<file path="src/core/vfcr_pkg.sv">
// Purpose: shared constants of the video front end control registers
// Assumes: 200 MHz system clock, registers reached as 32-bit words
// Notes:   byte address of a register is four times its index
package vfcr_pkg;
   // register indices; a byte address is four times its index
   localparam logic [7:0] IDX_OFFSET  = 8'h1B;
   localparam logic [7:0] IDX_FILL    = 8'h1C;
   localparam logic [7:0] IDX_SLICER  = 8'h1D;
   localparam logic [7:0] IDX_INPWR   = 8'h1E;
   localparam logic [7:0] IDX_OUTPUT  = 8'h1F;
   localparam logic [7:0] IDX_STATUS  = 8'h24;
   localparam logic [7:0] IDX_PWRSTAT = 8'h26;
   localparam int         ADDR_W      = 8;
   // reset values
   localparam logic [7:0] RST_OFFSET  = 8'h18;
   localparam logic [7:0] RST_FILL    = 8'h00;
   localparam logic [7:0] RST_SLICER  = 8'h78;
   localparam logic [7:0] RST_INPWR   = 8'h20;
   localparam logic [6:0] RST_OUTPUT  = 7'h14;
   // offset control fields
   localparam int OFS_AUTO_BIT  = 5;
   localparam int OFS_RATE_LSB  = 3;
   // slicer control fields
   localparam int SLC_THR_LSB   = 3;
   localparam int SLC_POL_BIT   = 2;
   localparam int SLC_SEL_LSB   = 0;
   // input and power control fields
   localparam int IPC_OVR_BIT   = 7;
   localparam int IPC_CHSEL_BIT = 6;
   localparam int IPC_BW_BIT    = 5;
   localparam int IPC_AUTO_BIT  = 4;
   localparam int IPC_PD_BIT    = 3;
   localparam int IPC_PDPOL_BIT = 2;
   localparam int IPC_FAST_BIT  = 1;
   localparam int IPC_GZ_BIT    = 0;
   // output control fields
   localparam int OUT_MODE_LSB  = 5;
   localparam int OUT_PRI_BIT   = 4;
   localparam int OUT_SEC_BIT   = 3;
   localparam int OUT_DRV_LSB   = 1;
   localparam int OUT_CKINV_BIT = 0;
   // activity status fields
   localparam int STA_H0_BIT    = 7;
   localparam int STA_H1_BIT    = 6;
   localparam int STA_G0_BIT    = 3;
   localparam int STA_G1_BIT    = 2;
   // power status fields
   localparam int PST_DOWN_BIT  = 0;
   localparam int PST_REQ_BIT   = 1;
   localparam int PST_CH_BIT    = 2;
   // update rate codes and their period counts
   localparam logic [1:0] RATE_EACH   = 2'h0;
   localparam logic [1:0] RATE_16     = 2'h1;
   localparam logic [1:0] RATE_64     = 2'h2;
   localparam logic [1:0] RATE_VSYNC  = 2'h3;
   localparam logic [6:0] CNT_16      = 7'h10;
   localparam logic [6:0] CNT_64      = 7'h40;
   // sync-on-green output selection codes
   localparam logic [1:0] GSEL_SLICER = 2'h0;
   localparam logic [1:0] GSEL_HSYNC  = 2'h1;
   localparam logic [1:0] GSEL_REGEN  = 2'h2;
   localparam logic [1:0] GSEL_FILT   = 2'h3;
   // output mode codes
   localparam logic [1:0] MODE_RGB    = 2'h0;
   localparam logic [1:0] MODE_YCC    = 2'h1;
   localparam logic [1:0] MODE_DDR    = 2'h2;
   // activity observation window
   localparam int CLK_MHZ        = 200;
   localparam int ACT_WINDOW_US  = 100;
   localparam int ACT_WINDOW_CYC = ACT_WINDOW_US * CLK_MHZ;
endpackage

</file>
<file path="src/core/vfcr_tick_div.sv">
// Purpose: divider that gives a one-cycle enable pulse every PERIOD cycles
// Assumes: PERIOD between 2 and 65535
// Notes:   the pulse marks the end of one activity window
`timescale 1ns/1ps
module vfcr_tick_div #(
   parameter int unsigned PERIOD = 16
) (
   input  wire logic clk,
   input  wire logic srst,
   output logic      tick
);
   typedef struct packed {
      logic [15:0] cnt;
      logic        tick;
   } vfcr_div_s;

   vfcr_div_s st;
   vfcr_div_s next_st;

   // count down and pulse on wrap
   always_comb begin
      next_st      = st;
      next_st.tick = 1'b0;
      if (st.cnt == 16'h0000) begin
         next_st.cnt  = 16'(PERIOD - 1);
         next_st.tick = 1'b1;
      end else begin
         next_st.cnt = st.cnt - 16'h0001;
      end
   end

   // state register
   always_ff @(posedge clk) begin
      if (srst) begin
         st <= '0;
      end else begin
         st <= next_st;
      end
   end

   assign tick = st.tick;
endmodule

</file>
<file path="src/core/vfcr_activity.sv">
// Purpose: tells whether one sync input toggles within an observation window
// Assumes: level is synchronous to clk, tick is a one-cycle window pulse
// Notes:   a level held high or low reads inactive after one full window
`timescale 1ns/1ps
module vfcr_activity (
   input  wire logic clk,
   input  wire logic srst,
   input  wire logic tick,
   input  wire logic level,
   output logic      active
);
   typedef struct packed {
      logic armed;
      logic prev;
      logic seen;
      logic active;
   } vfcr_act_s;

   vfcr_act_s st;
   vfcr_act_s next_st;
   logic      edgeSeen;

   // any change of level is an edge; window end publishes and restarts
   // the first cycle after reset only learns the level, so a pin idling
   // high does not show a false edge
   always_comb begin
      edgeSeen      = st.armed & (level ^ st.prev);
      next_st       = st;
      next_st.prev  = level;
      next_st.armed = 1'b1;
      if (tick) begin
         next_st.active = st.seen | edgeSeen;
         next_st.seen   = edgeSeen;           // edge at window end is kept
      end else begin
         next_st.seen = st.seen | edgeSeen;
      end
   end

   // state register
   always_ff @(posedge clk) begin
      if (srst) begin
         st <= '0;
      end else begin
         st <= next_st;
      end
   end

   assign active = st.active;
endmodule

</file>
<file path="src/core/vfcr_regs.sv">
// Purpose: control registers of a video front end, Avalon-MM slave
// Assumes: all inputs synchronous to clk; internal syncs active high
// Notes:   each access takes two cycles: waitrequest high, then low
`timescale 1ns/1ps
module vfcr_regs
   import vfcr_pkg::*;
#(
   parameter int unsigned ACT_WINDOW_CYCLES = vfcr_pkg::ACT_WINDOW_CYC
) (
   input  wire logic                        clk,
   input  wire logic                        srst,
   input  wire logic [vfcr_pkg::ADDR_W-1:0] address,
   input  wire logic                        read,
   input  wire logic                        write,
   input  wire logic [31:0]                 writedata,
   input  wire logic [3:0]                  byteenable,
   output logic      [31:0]                 readdata,
   output logic                             waitrequest,
   input  wire logic                        horizontalSyncInputZero,
   input  wire logic                        horizontalSyncInputOne,
   input  wire logic                        syncOnGreenInputZero,
   input  wire logic                        syncOnGreenInputOne,
   input  wire logic                        powerDownPin,
   input  wire logic                        clampPulse,
   input  wire logic                        vsyncPulse,
   input  wire logic                        regenSync,
   input  wire logic                        filteredSync,
   output logic                             autoOffsetEn,
   output logic                             offsetUpdate,
   output logic      [4:0]                  slicerThreshold,
   output logic                             syncOnGreenOutPin,
   output logic                             syncOnGreenOutPinOe,
   output logic                             channelSel,
   output logic                             highBandwidth,
   output logic                             powerDown,
   output logic      [1:0]                  outputMode,
   output logic                             primaryOe,
   output logic                             secondaryOe,
   output logic      [1:0]                  driveStrength,
   output logic                             pixelClockInvert
);
   import vfcr_pkg::*;

   typedef struct packed {
      logic [7:0]  offsetCtl;
      logic [7:0]  testFill;
      logic [7:0]  slicerCtl;
      logic [7:0]  inPwrCtl;
      logic [6:0]  outCtl;
      logic        ack;
      logic [31:0] rdData;
      logic [6:0]  updCnt;
      logic        offsetUpdate;
      logic        autoChannel;
      logic        greenPin;
      logic        greenOe;
      logic        powerDown;
      logic        powerReq;
      logic        priOe;
      logic        secOe;
   } vfcr_main_s;

   vfcr_main_s st;
   vfcr_main_s next_st;

   logic       windowTick;
   logic [3:0] actBits;
   logic [3:0] syncLevels;
   logic       request;
   logic       aligned;
   logic [7:0] regIdx;
   logic [7:0] readByte;
   logic       mapped;
   logic       pinAsserted;
   logic       anyActive;
   logic       pdRequest;
   logic       chanInUse;
   logic [1:0] rate;
   logic       rateEvent;
   logic [6:0] rateLimit;
   logic       selSync;
   logic [1:0] mode;
   logic       dualMode;

   // one observation window shared by all activity detectors
   vfcr_tick_div #(
      .PERIOD (ACT_WINDOW_CYCLES)
   ) u_window (
      .clk  (clk),
      .srst (srst),
      .tick (windowTick)
   );

   // activity bits: horizontal_sync_input_zero, horizontal_sync_input_one, green0, green1
   assign syncLevels = {horizontalSyncInputZero, horizontalSyncInputOne,
                        syncOnGreenInputZero, syncOnGreenInputOne};

   for (genvar i = 0; i < 4; i++) begin : g_act
      vfcr_activity u_act (
         .clk    (clk),
         .srst   (srst),
         .tick   (windowTick),
         .level  (syncLevels[i]),
         .active (actBits[i])
      );
   end

   // bus decode: word aligned addresses only, index is address over four
   always_comb begin
      request = read | write;
      aligned = (address[1:0] == 2'h0);
      regIdx  = {2'h0, address[7:2]};
      mapped  = 1'b1;
      case (regIdx)
         IDX_OFFSET:  readByte = st.offsetCtl;
         IDX_FILL:    readByte = st.testFill;
         IDX_SLICER:  readByte = st.slicerCtl;
         IDX_INPWR:   readByte = st.inPwrCtl;
         IDX_OUTPUT:  readByte = {1'b0, st.outCtl};
         IDX_STATUS: begin
            readByte              = 8'h00;
            readByte[STA_H0_BIT] = actBits[3];
            readByte[STA_H1_BIT] = actBits[2];
            readByte[STA_G0_BIT] = actBits[1];
            readByte[STA_G1_BIT] = actBits[0];
         end
         IDX_PWRSTAT: begin
            readByte               = 8'h00;
            readByte[PST_DOWN_BIT] = st.powerDown;
            readByte[PST_REQ_BIT]  = st.powerReq;
            readByte[PST_CH_BIT]   = chanInUse;
         end
         default: begin
            readByte = 8'h00;
            mapped   = 1'b0;
         end
      endcase
      if (!aligned) begin
         readByte = 8'h00;
         mapped   = 1'b0;
      end
   end

   // power-down request: automatic from activity, manual from bit and pin
   always_comb begin
      pinAsserted = (powerDownPin == st.inPwrCtl[IPC_PDPOL_BIT]);
      anyActive   = |actBits;
      if (st.inPwrCtl[IPC_AUTO_BIT]) begin
         pdRequest = !anyActive;
      end else begin
         pdRequest = st.inPwrCtl[IPC_PD_BIT] | pinAsserted;
      end
   end

   // channel in use: user bit under override, device choice otherwise
   always_comb begin
      if (st.inPwrCtl[IPC_OVR_BIT]) begin
         chanInUse = st.inPwrCtl[IPC_CHSEL_BIT];
      end else begin
         chanInUse = st.autoChannel;
      end
   end

   // offset update event source and period count
   always_comb begin
      rate = st.offsetCtl[OFS_RATE_LSB +: 2];
      case (rate)
         RATE_EACH: begin
            rateEvent = clampPulse;
            rateLimit = 7'h01;
         end
         RATE_16: begin
            rateEvent = clampPulse;
            rateLimit = CNT_16;
         end
         RATE_64: begin
            rateEvent = clampPulse;
            rateLimit = CNT_64;
         end
         default: begin
            rateEvent = vsyncPulse;
            rateLimit = 7'h01;
         end
      endcase
   end

   // source for the sync-on-green pin; the slicer and hsync sources are taken from the channel in use
   always_comb begin
      case (st.slicerCtl[SLC_SEL_LSB +: 2])
         GSEL_SLICER: selSync = chanInUse ? syncOnGreenInputOne
                                          : syncOnGreenInputZero;
         GSEL_HSYNC:  selSync = chanInUse ? horizontalSyncInputOne
                                          : horizontalSyncInputZero;
         GSEL_REGEN:  selSync = regenSync;
         GSEL_FILT:   selSync = filteredSync;
         default:     selSync = 1'b0;
      endcase
   end

   // output mode decode: the secondary port exists in two modes only
   always_comb begin
      mode     = st.outCtl[OUT_MODE_LSB +: 2];
      dualMode = (mode == MODE_YCC) || (mode == MODE_DDR);
   end

   // next state of the whole block
   always_comb begin
      next_st = st;

      // handshake: take request, answer one cycle later
      next_st.ack = request & !st.ack;
      if (request && !st.ack) begin
         next_st.rdData = {24'h00_0000, read ? readByte : 8'h00};
      end

      // register writes land on the edge where waitrequest is low
      if (write && st.ack && mapped && byteenable[0]) begin
         case (regIdx)
            IDX_OFFSET: next_st.offsetCtl = writedata[7:0];
            IDX_FILL:   next_st.testFill  = writedata[7:0];
            IDX_SLICER: next_st.slicerCtl = writedata[7:0];
            IDX_INPWR:  next_st.inPwrCtl  = writedata[7:0];
            IDX_OUTPUT: next_st.outCtl    = writedata[6:0];
            default:    next_st.rdData    = st.rdData;      // read-only space
         endcase
      end

      // automatic channel choice follows the side that shows sync
      if (actBits[3] | actBits[1]) begin
         next_st.autoChannel = 1'b0;
      end else if (actBits[2] | actBits[0]) begin
         next_st.autoChannel = 1'b1;
      end

      // offset update pulse every chosen number of periods
      next_st.offsetUpdate = 1'b0;
      if (!st.offsetCtl[OFS_AUTO_BIT]) begin
         next_st.updCnt = 7'h00;
      end else if (rateEvent) begin
         if (st.updCnt + 7'h01 >= rateLimit) begin
            next_st.updCnt       = 7'h00;
            next_st.offsetUpdate = 1'b1;
         end else begin
            next_st.updCnt = st.updCnt + 7'h01;
         end
      end

      // power state: fast switching keeps power and only floats outputs
      next_st.powerReq  = pdRequest;
      next_st.powerDown = pdRequest & !st.inPwrCtl[IPC_FAST_BIT];
      next_st.priOe     = st.outCtl[OUT_PRI_BIT] & !pdRequest;
      next_st.secOe     = st.outCtl[OUT_SEC_BIT] & dualMode
                          & !pdRequest;

      // sync-on-green pin: polarity applied, floated in power-down if asked
      next_st.greenPin = st.slicerCtl[SLC_POL_BIT] ? selSync : !selSync;
      next_st.greenOe  = !(pdRequest & st.inPwrCtl[IPC_GZ_BIT]);
   end

   // state register
   always_ff @(posedge clk) begin
      if (srst) begin
         st           <= '0;
         st.offsetCtl <= RST_OFFSET;
         st.testFill  <= RST_FILL;
         st.slicerCtl <= RST_SLICER;
         st.inPwrCtl  <= RST_INPWR;
         st.outCtl    <= RST_OUTPUT;
         st.greenOe   <= 1'b1;
      end else begin
         st <= next_st;
      end
   end

   // bus answer
   assign waitrequest = request & !st.ack;
   assign readdata    = st.rdData;

   // control outputs straight from register fields, except offsetUpdate, the registered update pulse
   assign autoOffsetEn     = st.offsetCtl[OFS_AUTO_BIT];
   assign offsetUpdate     = st.offsetUpdate;
   assign slicerThreshold  = st.slicerCtl[SLC_THR_LSB +: 5];
   assign highBandwidth    = st.inPwrCtl[IPC_BW_BIT];
   assign outputMode       = mode;
   assign driveStrength    = st.outCtl[OUT_DRV_LSB +: 2];
   assign pixelClockInvert = st.outCtl[OUT_CKINV_BIT];

   // derived outputs, registered one cycle behind their causes, except channelSel, decoded straight from registers
   assign channelSel          = chanInUse;
   assign powerDown           = st.powerDown;
   assign primaryOe           = st.priOe;
   assign secondaryOe         = st.secOe;
   assign syncOnGreenOutPin   = st.greenPin;
   assign syncOnGreenOutPinOe = st.greenOe;
endmodule

</file>
<file path="config.mk">
export PLATFORM = sky130hd
export DESIGN_NAME = vfcr_regs
export DESIGN_NICKNAME = d
export VERILOG_FILES = /design/src/core/vfcr_pkg.sv /design/src/core/vfcr_tick_div.sv /design/src/core/vfcr_activity.sv /design/src/core/vfcr_regs.sv
export SDC_FILE = /design/constraint.sdc
export NUM_CORES = 1
export LEC_CHECK = 0
export BUFFER_PORTS_ARGS = -buffer_cell sky130_fd_sc_hd__clkbuf_2
export CORE_MARGIN = 2
export CORE_UTILIZATION = 55
export CTS_BUF_LIST = sky130_fd_sc_hd__clkbuf_16
export DETAILED_ROUTE_END_ITERATION = 7
export HOLD_SLACK_MARGIN = 0.02
export PLACE_DENSITY = 0.8
export SKIP_CTS_REPAIR_TIMING = 1
export SLEW_MARGIN = 20
export SYNTH_ARGS = -nofsm -noshare
export SYNTH_HDL_FRONTEND = slang
export SYNTH_SLANG_ARGS = --single-unit
export TNS_END_PERCENT = 50
</file>
<file path="constraint.sdc">
create_clock -name clk -period 4.08 [get_ports clk]
set_input_delay 0.408 -clock clk [delete_from_list [all_inputs] [get_ports clk]]
set_output_delay 0.408 -clock clk [all_outputs]
set_load 0.03 [all_outputs]
</file>
; Yosys cells after proc, flatten, opt, wreduce, memory -nomap -nowiden
; Cells that the tools add are included.
[totals]
word_cells = 138
input_bits = 57
output_inout_bits = 52
ff_bits = 120
[classes]
add_sub_neg = 2
n_eq_ne = 16
bitwise = 24
mux = 32
order_cmp = 1
n_reduce_logical = 28
[op_table]
columns = cell, count
row1 = $mux W32, 3
row2 = $pmux W8 S7, 1
row3 = $eq A6 B5 Y1 const B, 5
row4 = $mux W1, 18
row5 = $logic_not A16 Y1, 1
row6 = $mux W4, 4
row7 = $mux W8, 2
row8 = $sub A16 B1 Y16 const B, 1
row9 = $mux W15, 1
row10 = $pmux W7 S2, 1
row11 = $eq A6 B6 Y1 const B, 2
row12 = $and A1 B1 Y1, 10
row13 = $reduce_and A2 Y1, 5
row14 = $eq A2 B2 Y1 const B, 4
row15 = $or A1 B1 Y1, 8
row16 = $add A7 B1 Y7 const B, 1
row17 = $ge A7 B7 Y1, 1
row18 = $mux W7, 1
row19 = $reduce_or A7 Y1, 1
row20 = $eq A2 B1 Y1 const B, 3
row21 = $logic_not A1 Y1, 6
row22 = $logic_not A2 Y1, 3
row23 = $reduce_or A2 Y1, 3
row24 = $reduce_or A3 Y1, 2
row25 = other kinds (9), 16

; Depth between registers and ports, before layout
[depth]
word_depth = 7
mapped_depth = 10
depth_no_buf = 10

; By module
; A second synthesis with hierarchy kept.
[unflattened]
cells_unflattened = 493
hier_area_um2 = 4685.7
[modules_own_cells]
columns = module, seq_area_each_um2, instances, area_each_um2, cells_each
row1 = vfcr_regs, 1261.2, 1, 3360.7, 351
row2 = vfcr_tick_div, 340.3, 1, 784.5, 90
row3 = vfcr_activity, 80.1, 4, 135.1, 13

; Least setup slack after synthesis
; OpenSTA, ideal clock, no wires.
[synth_path]
path_type = register -> register
from = register st[8] (netlist bit)
to = register st[10] (netlist bit)
path_stages_with_launch = 11
arrival_time_ns = 2.298
synth_period_minus_slack_ns = 2.374
setup_ns = 0.076
t_required_ns = 4.004
n_path_buf = 0
path_slack_ns = 1.706
path_cell_list = dfxtp_1 ha_1 nand3_1 xor2_1 inv_1 ha_1 or2b_2 mux2i_1 o41ai_4 o2111ai_1 a31oi_1
[synth_via]
elab_chain_cells = 3
[synth_lines]
columns = item, line
row1 = "start, declared", vfcr_regs.sv:63  ; vfcr_main_s st;
row2 = "start signal, assigned", vfcr_regs.sv:271  ; st <= next_st;
row3 = $add A7 B1 Y7 (*), "vfcr_regs.sv:240, vfcr_regs.sv:244"
row4 = $ge A7 B7 Y1, vfcr_regs.sv:240  ; if (st.updCnt + 7'h01 >= rateLimit) begin
row5 = $mux W7 (*), vfcr_regs.sv:240
; Every way passes the cells marked *; elsewhere a longest branch is shown, timed or not.
; A chain may end at the register's enable or synchronous reset.

; Worst setup path in the final report
; Same ends and word-level chain as after synthesis.

==> flow_metrics.tcl <==
set metrics [dict create \
    tritoncts "done" \
    fp.dieW_um 94.1 \
    multi_input_area_um2 2220 \
    holdCritPathClass "input port to flop" \
    synthTopCellsByCount "93 x dfxtp_1, 64 x nor2_1, 41 x buf_4" \
    diodes 0 \
    reg2reg_slack_ps 1340 \
    io_pins 109 \
    setup_ws_ps 1340 \
    synth_async_sr_flop_share 0 \
    first_global_vias 3045 \
    avgSynthCellArea_um2 9.36 \
    synth_seq_cells 93 \
    r2r_cells 10 \
    h-tree-depth 3 \
    hold_end "g_act[2].u_act.st[2]" \
    crit_chain "ha_1 -> nand3_1 -> xor2_1 -> inv_1 -> ha_1 -> or2b_2 -> mux2i_1 -> o41ai_4 -> o2111ai_1 -> a31oi_1" \
    skew_ps 8.92 \
    fp.coreArea_um2 7810 \
    synth_compound_area_frac 0.126 \
    synthAdderAreaFrac 0.0224 \
    status "finished, final reports clean" \
    slowest_delay_ps 600 \
    fp-row-count 32 \
    synth_top_area_frac 0.417 \
    area_growth_syn_to_layout_pct 7.79 \
    clk_path_buf_depth 2 \
    finalSetupTns_ps 0 \
    synth_area_um2 4470 \
    finalWorstPathRequiredPeriod_ps 2740 \
    powerDensity_nw_per_um2 473 \
    synth.distinct_cells 58 \
    layout-drive-gt1-share 0.180 \
    avgViaCountPerCell 5.52 \
    end_kind "flop" \
    postRouteAntennaNets 0 \
    die_area_um2 8860 \
    grt_setup_unrepaired "false" \
    synthCells 477 \
    grt_max_degree 54 \
    setup_viol 0 \
    wl_per_cell_um 15.0 \
    irDropWorstVdd_mv 0.414 \
    period_share 0.671 \
    numCtsBuffers 9 \
    final_nets 572 \
    critPathRequiredTime_ps 4340 \
    crit_arrival_ps 3000 \
    crit_slowest_cell "o41ai_4" \
    die_h_um 94.1 \
    wirelength_mm 9.23 \
    start_kind "flop" \
    critPathMostFrequentCell "ha_1" \
    start_util 0.572 \
    synth-edff-count 0 \
    timing.rr.start "st[8]" \
    path_class "flop to flop" \
    ys_seq_area_frac 0.417 \
    grt_pass1_wl_mm 14.8 \
    synth.most_common_cell "dfxtp_1" \
    critPathMaxFanout 10 \
    regArea_um2 1860 \
    p_leak_uw 0.00201 \
    drc 0 \
    fill_cells 674 \
    whs_path_depth 2 \
    synth-xor-area-share 0.0431 \
    drt_first_pass_iters 5 \
    rr_endpoint "st[10]" \
    synth_top_family_by_area "simple AND/OR/NAND/NOR gates" \
    placed_area_um2 4540 \
    dr_total_vias 3390 \
    synth_top_cell_by_area "dfxtp_1" \
    final_max_slew_viol_count 0 \
    slew_headroom 0.485 \
    clk_pin_slew_ps 70 \
    drt_iter0_drc 195 \
    cts.sinks 93 \
    synth_simple_gate_area_frac 0.185 \
    tightest_slew_ps 768 \
    port_buffers 57 \
    synthFlopType "dfxtp_1" \
    clock-root-buffer "clkbuf_16" \
    insertion_delay_ps 340 \
    antenna_found_initial 0 \
    dp_hpwl_mm 6.38 \
    fin_area_um2 4810 \
    timing_hold_violations_final 0 \
    max_freq_mhz 366 \
    yosys-top-cells-area "dfxtp_1 42%, mux2i_1 9.0%, buf_4 6.9%" \
    routabilityCongestion 0.835 \
    grt.overflow.total 0 \
    worstHoldStart "horizontalSyncInputOne" \
    maxCapViolations 0 \
    pre_cts_ws_ps 1390 \
    ys_warn_count 0 \
    track_usage 0.215 \
    synthMuxAreaShare 0.0997 \
]
through the flow:
step	utilization	cells	total power (uW)	hold WS (ps)
CTS	0.616	614	2290	320
global route	0.617	614	2400	336
detailed placement	0.581	598	1520	398
global placement	0.581	598	1500	395
finish	0.617	614	2280	321
floorplan	-	500	1440	370
logic make-up (layout without fill, tap and decap cells):
kind of cell	after synthesis	after routing
DFF	93	93
and+or+nand+nor	161	161
buffers and inverters	71	83
AOI/OAI and AO/OA	78	78
muxes	43	43
adders and majority gates	8	8
xor gates and xnor gates	22	22
other	1	24
critical path, delay by kind of cell (launching register included):
family                   cells  cell delay, ps
AO/OA/AOI/OAI                3             990
adder cells (fa/ha/maj)      2             560
flip-flops                   1             430
AND/OR/NAND/NOR              2             310
XOR/XNOR                     1             200
multiplexers                 1              90
buffers and inverters        1              70
state kept, by name, summed over array words and instances (netlist names), 2 cells and up:
signal and count:
readdata 8, g_act.u_act.active 4, u_window.st 16, rate 2
slicerThreshold 5, st 35, outputMode 2, driveStrength 2
g_act.u_act.st 9
power breakdown:
group / total [uW] / internal [uW] / switching (uW)
logic: 429 / 181 / 248
registers: 1080 / 995 / 84.1
clock network: 769 / 415 / 354
total: 2280 / 1590 / 687
routing by layer:
metal / track usage / part of all wire / wire length (um)
met5: 0 / 0 / 0
met4: 0.0664 / 0.0099 / 91
met3: 0.0522 / 0.061 / 561
met2: 0.349 / 0.48 / 4400
met1: 0.283 / 0.45 / 4180
layout make-up:
type	count	share of cell area
Multi-Input combinational cell	336	0.462
Sequential cell	93	0.387
Timing Repair Buffer	58	0.0608
Clock buffer	9	0.0468
Tap cell	102	0.0265
Clock inverter	7	0.0101
Inverter	9	0.00702
layout by cell type, fill, tap and decap left out, drive strengths merged, types with 3 or more instances in the layout:
cell type | Yosys | routed
nand4 | 3 | 3
a21oi | 23 | 23
o21ai | 3 | 3
and3 | 6 | 6
o211ai | 7 | 7
a22oi | 12 | 12
xnor2 | 12 | 12
nor2 | 64 | 64
ha | 8 | 8
mux2i | 40 | 40
inv | 9 | 11
nor2b | 9 | 9
nand3 | 7 | 7
dfxtp | 93 | 93
a211oi | 4 | 4
a21o | 7 | 7
xor2 | 10 | 10
nor4 | 4 | 4
a31oi | 6 | 6
clkinv | 0 | 4
conb | 1 | 24
clkbuf | 11 | 66
and4b | 5 | 5
nand2 | 35 | 35
nor3 | 12 | 12
or2 | 3 | 3
how the worst max path moves through the flow:
stage	startpoint	endpoint	slack, ps	cells after the start
after global placement	st[8]	st[10]	1460	10
after CTS	st[8]	st[10]	1350	10
after detailed placement	st[8]	st[10]	1390	10
after floorplan	st[8]	st[10]	1710	10
after global routing	st[8]	st[10]	1160	10
final	st[8]	st[10]	1340	10
No activity file was read; power rests on OpenSTA's default activity.
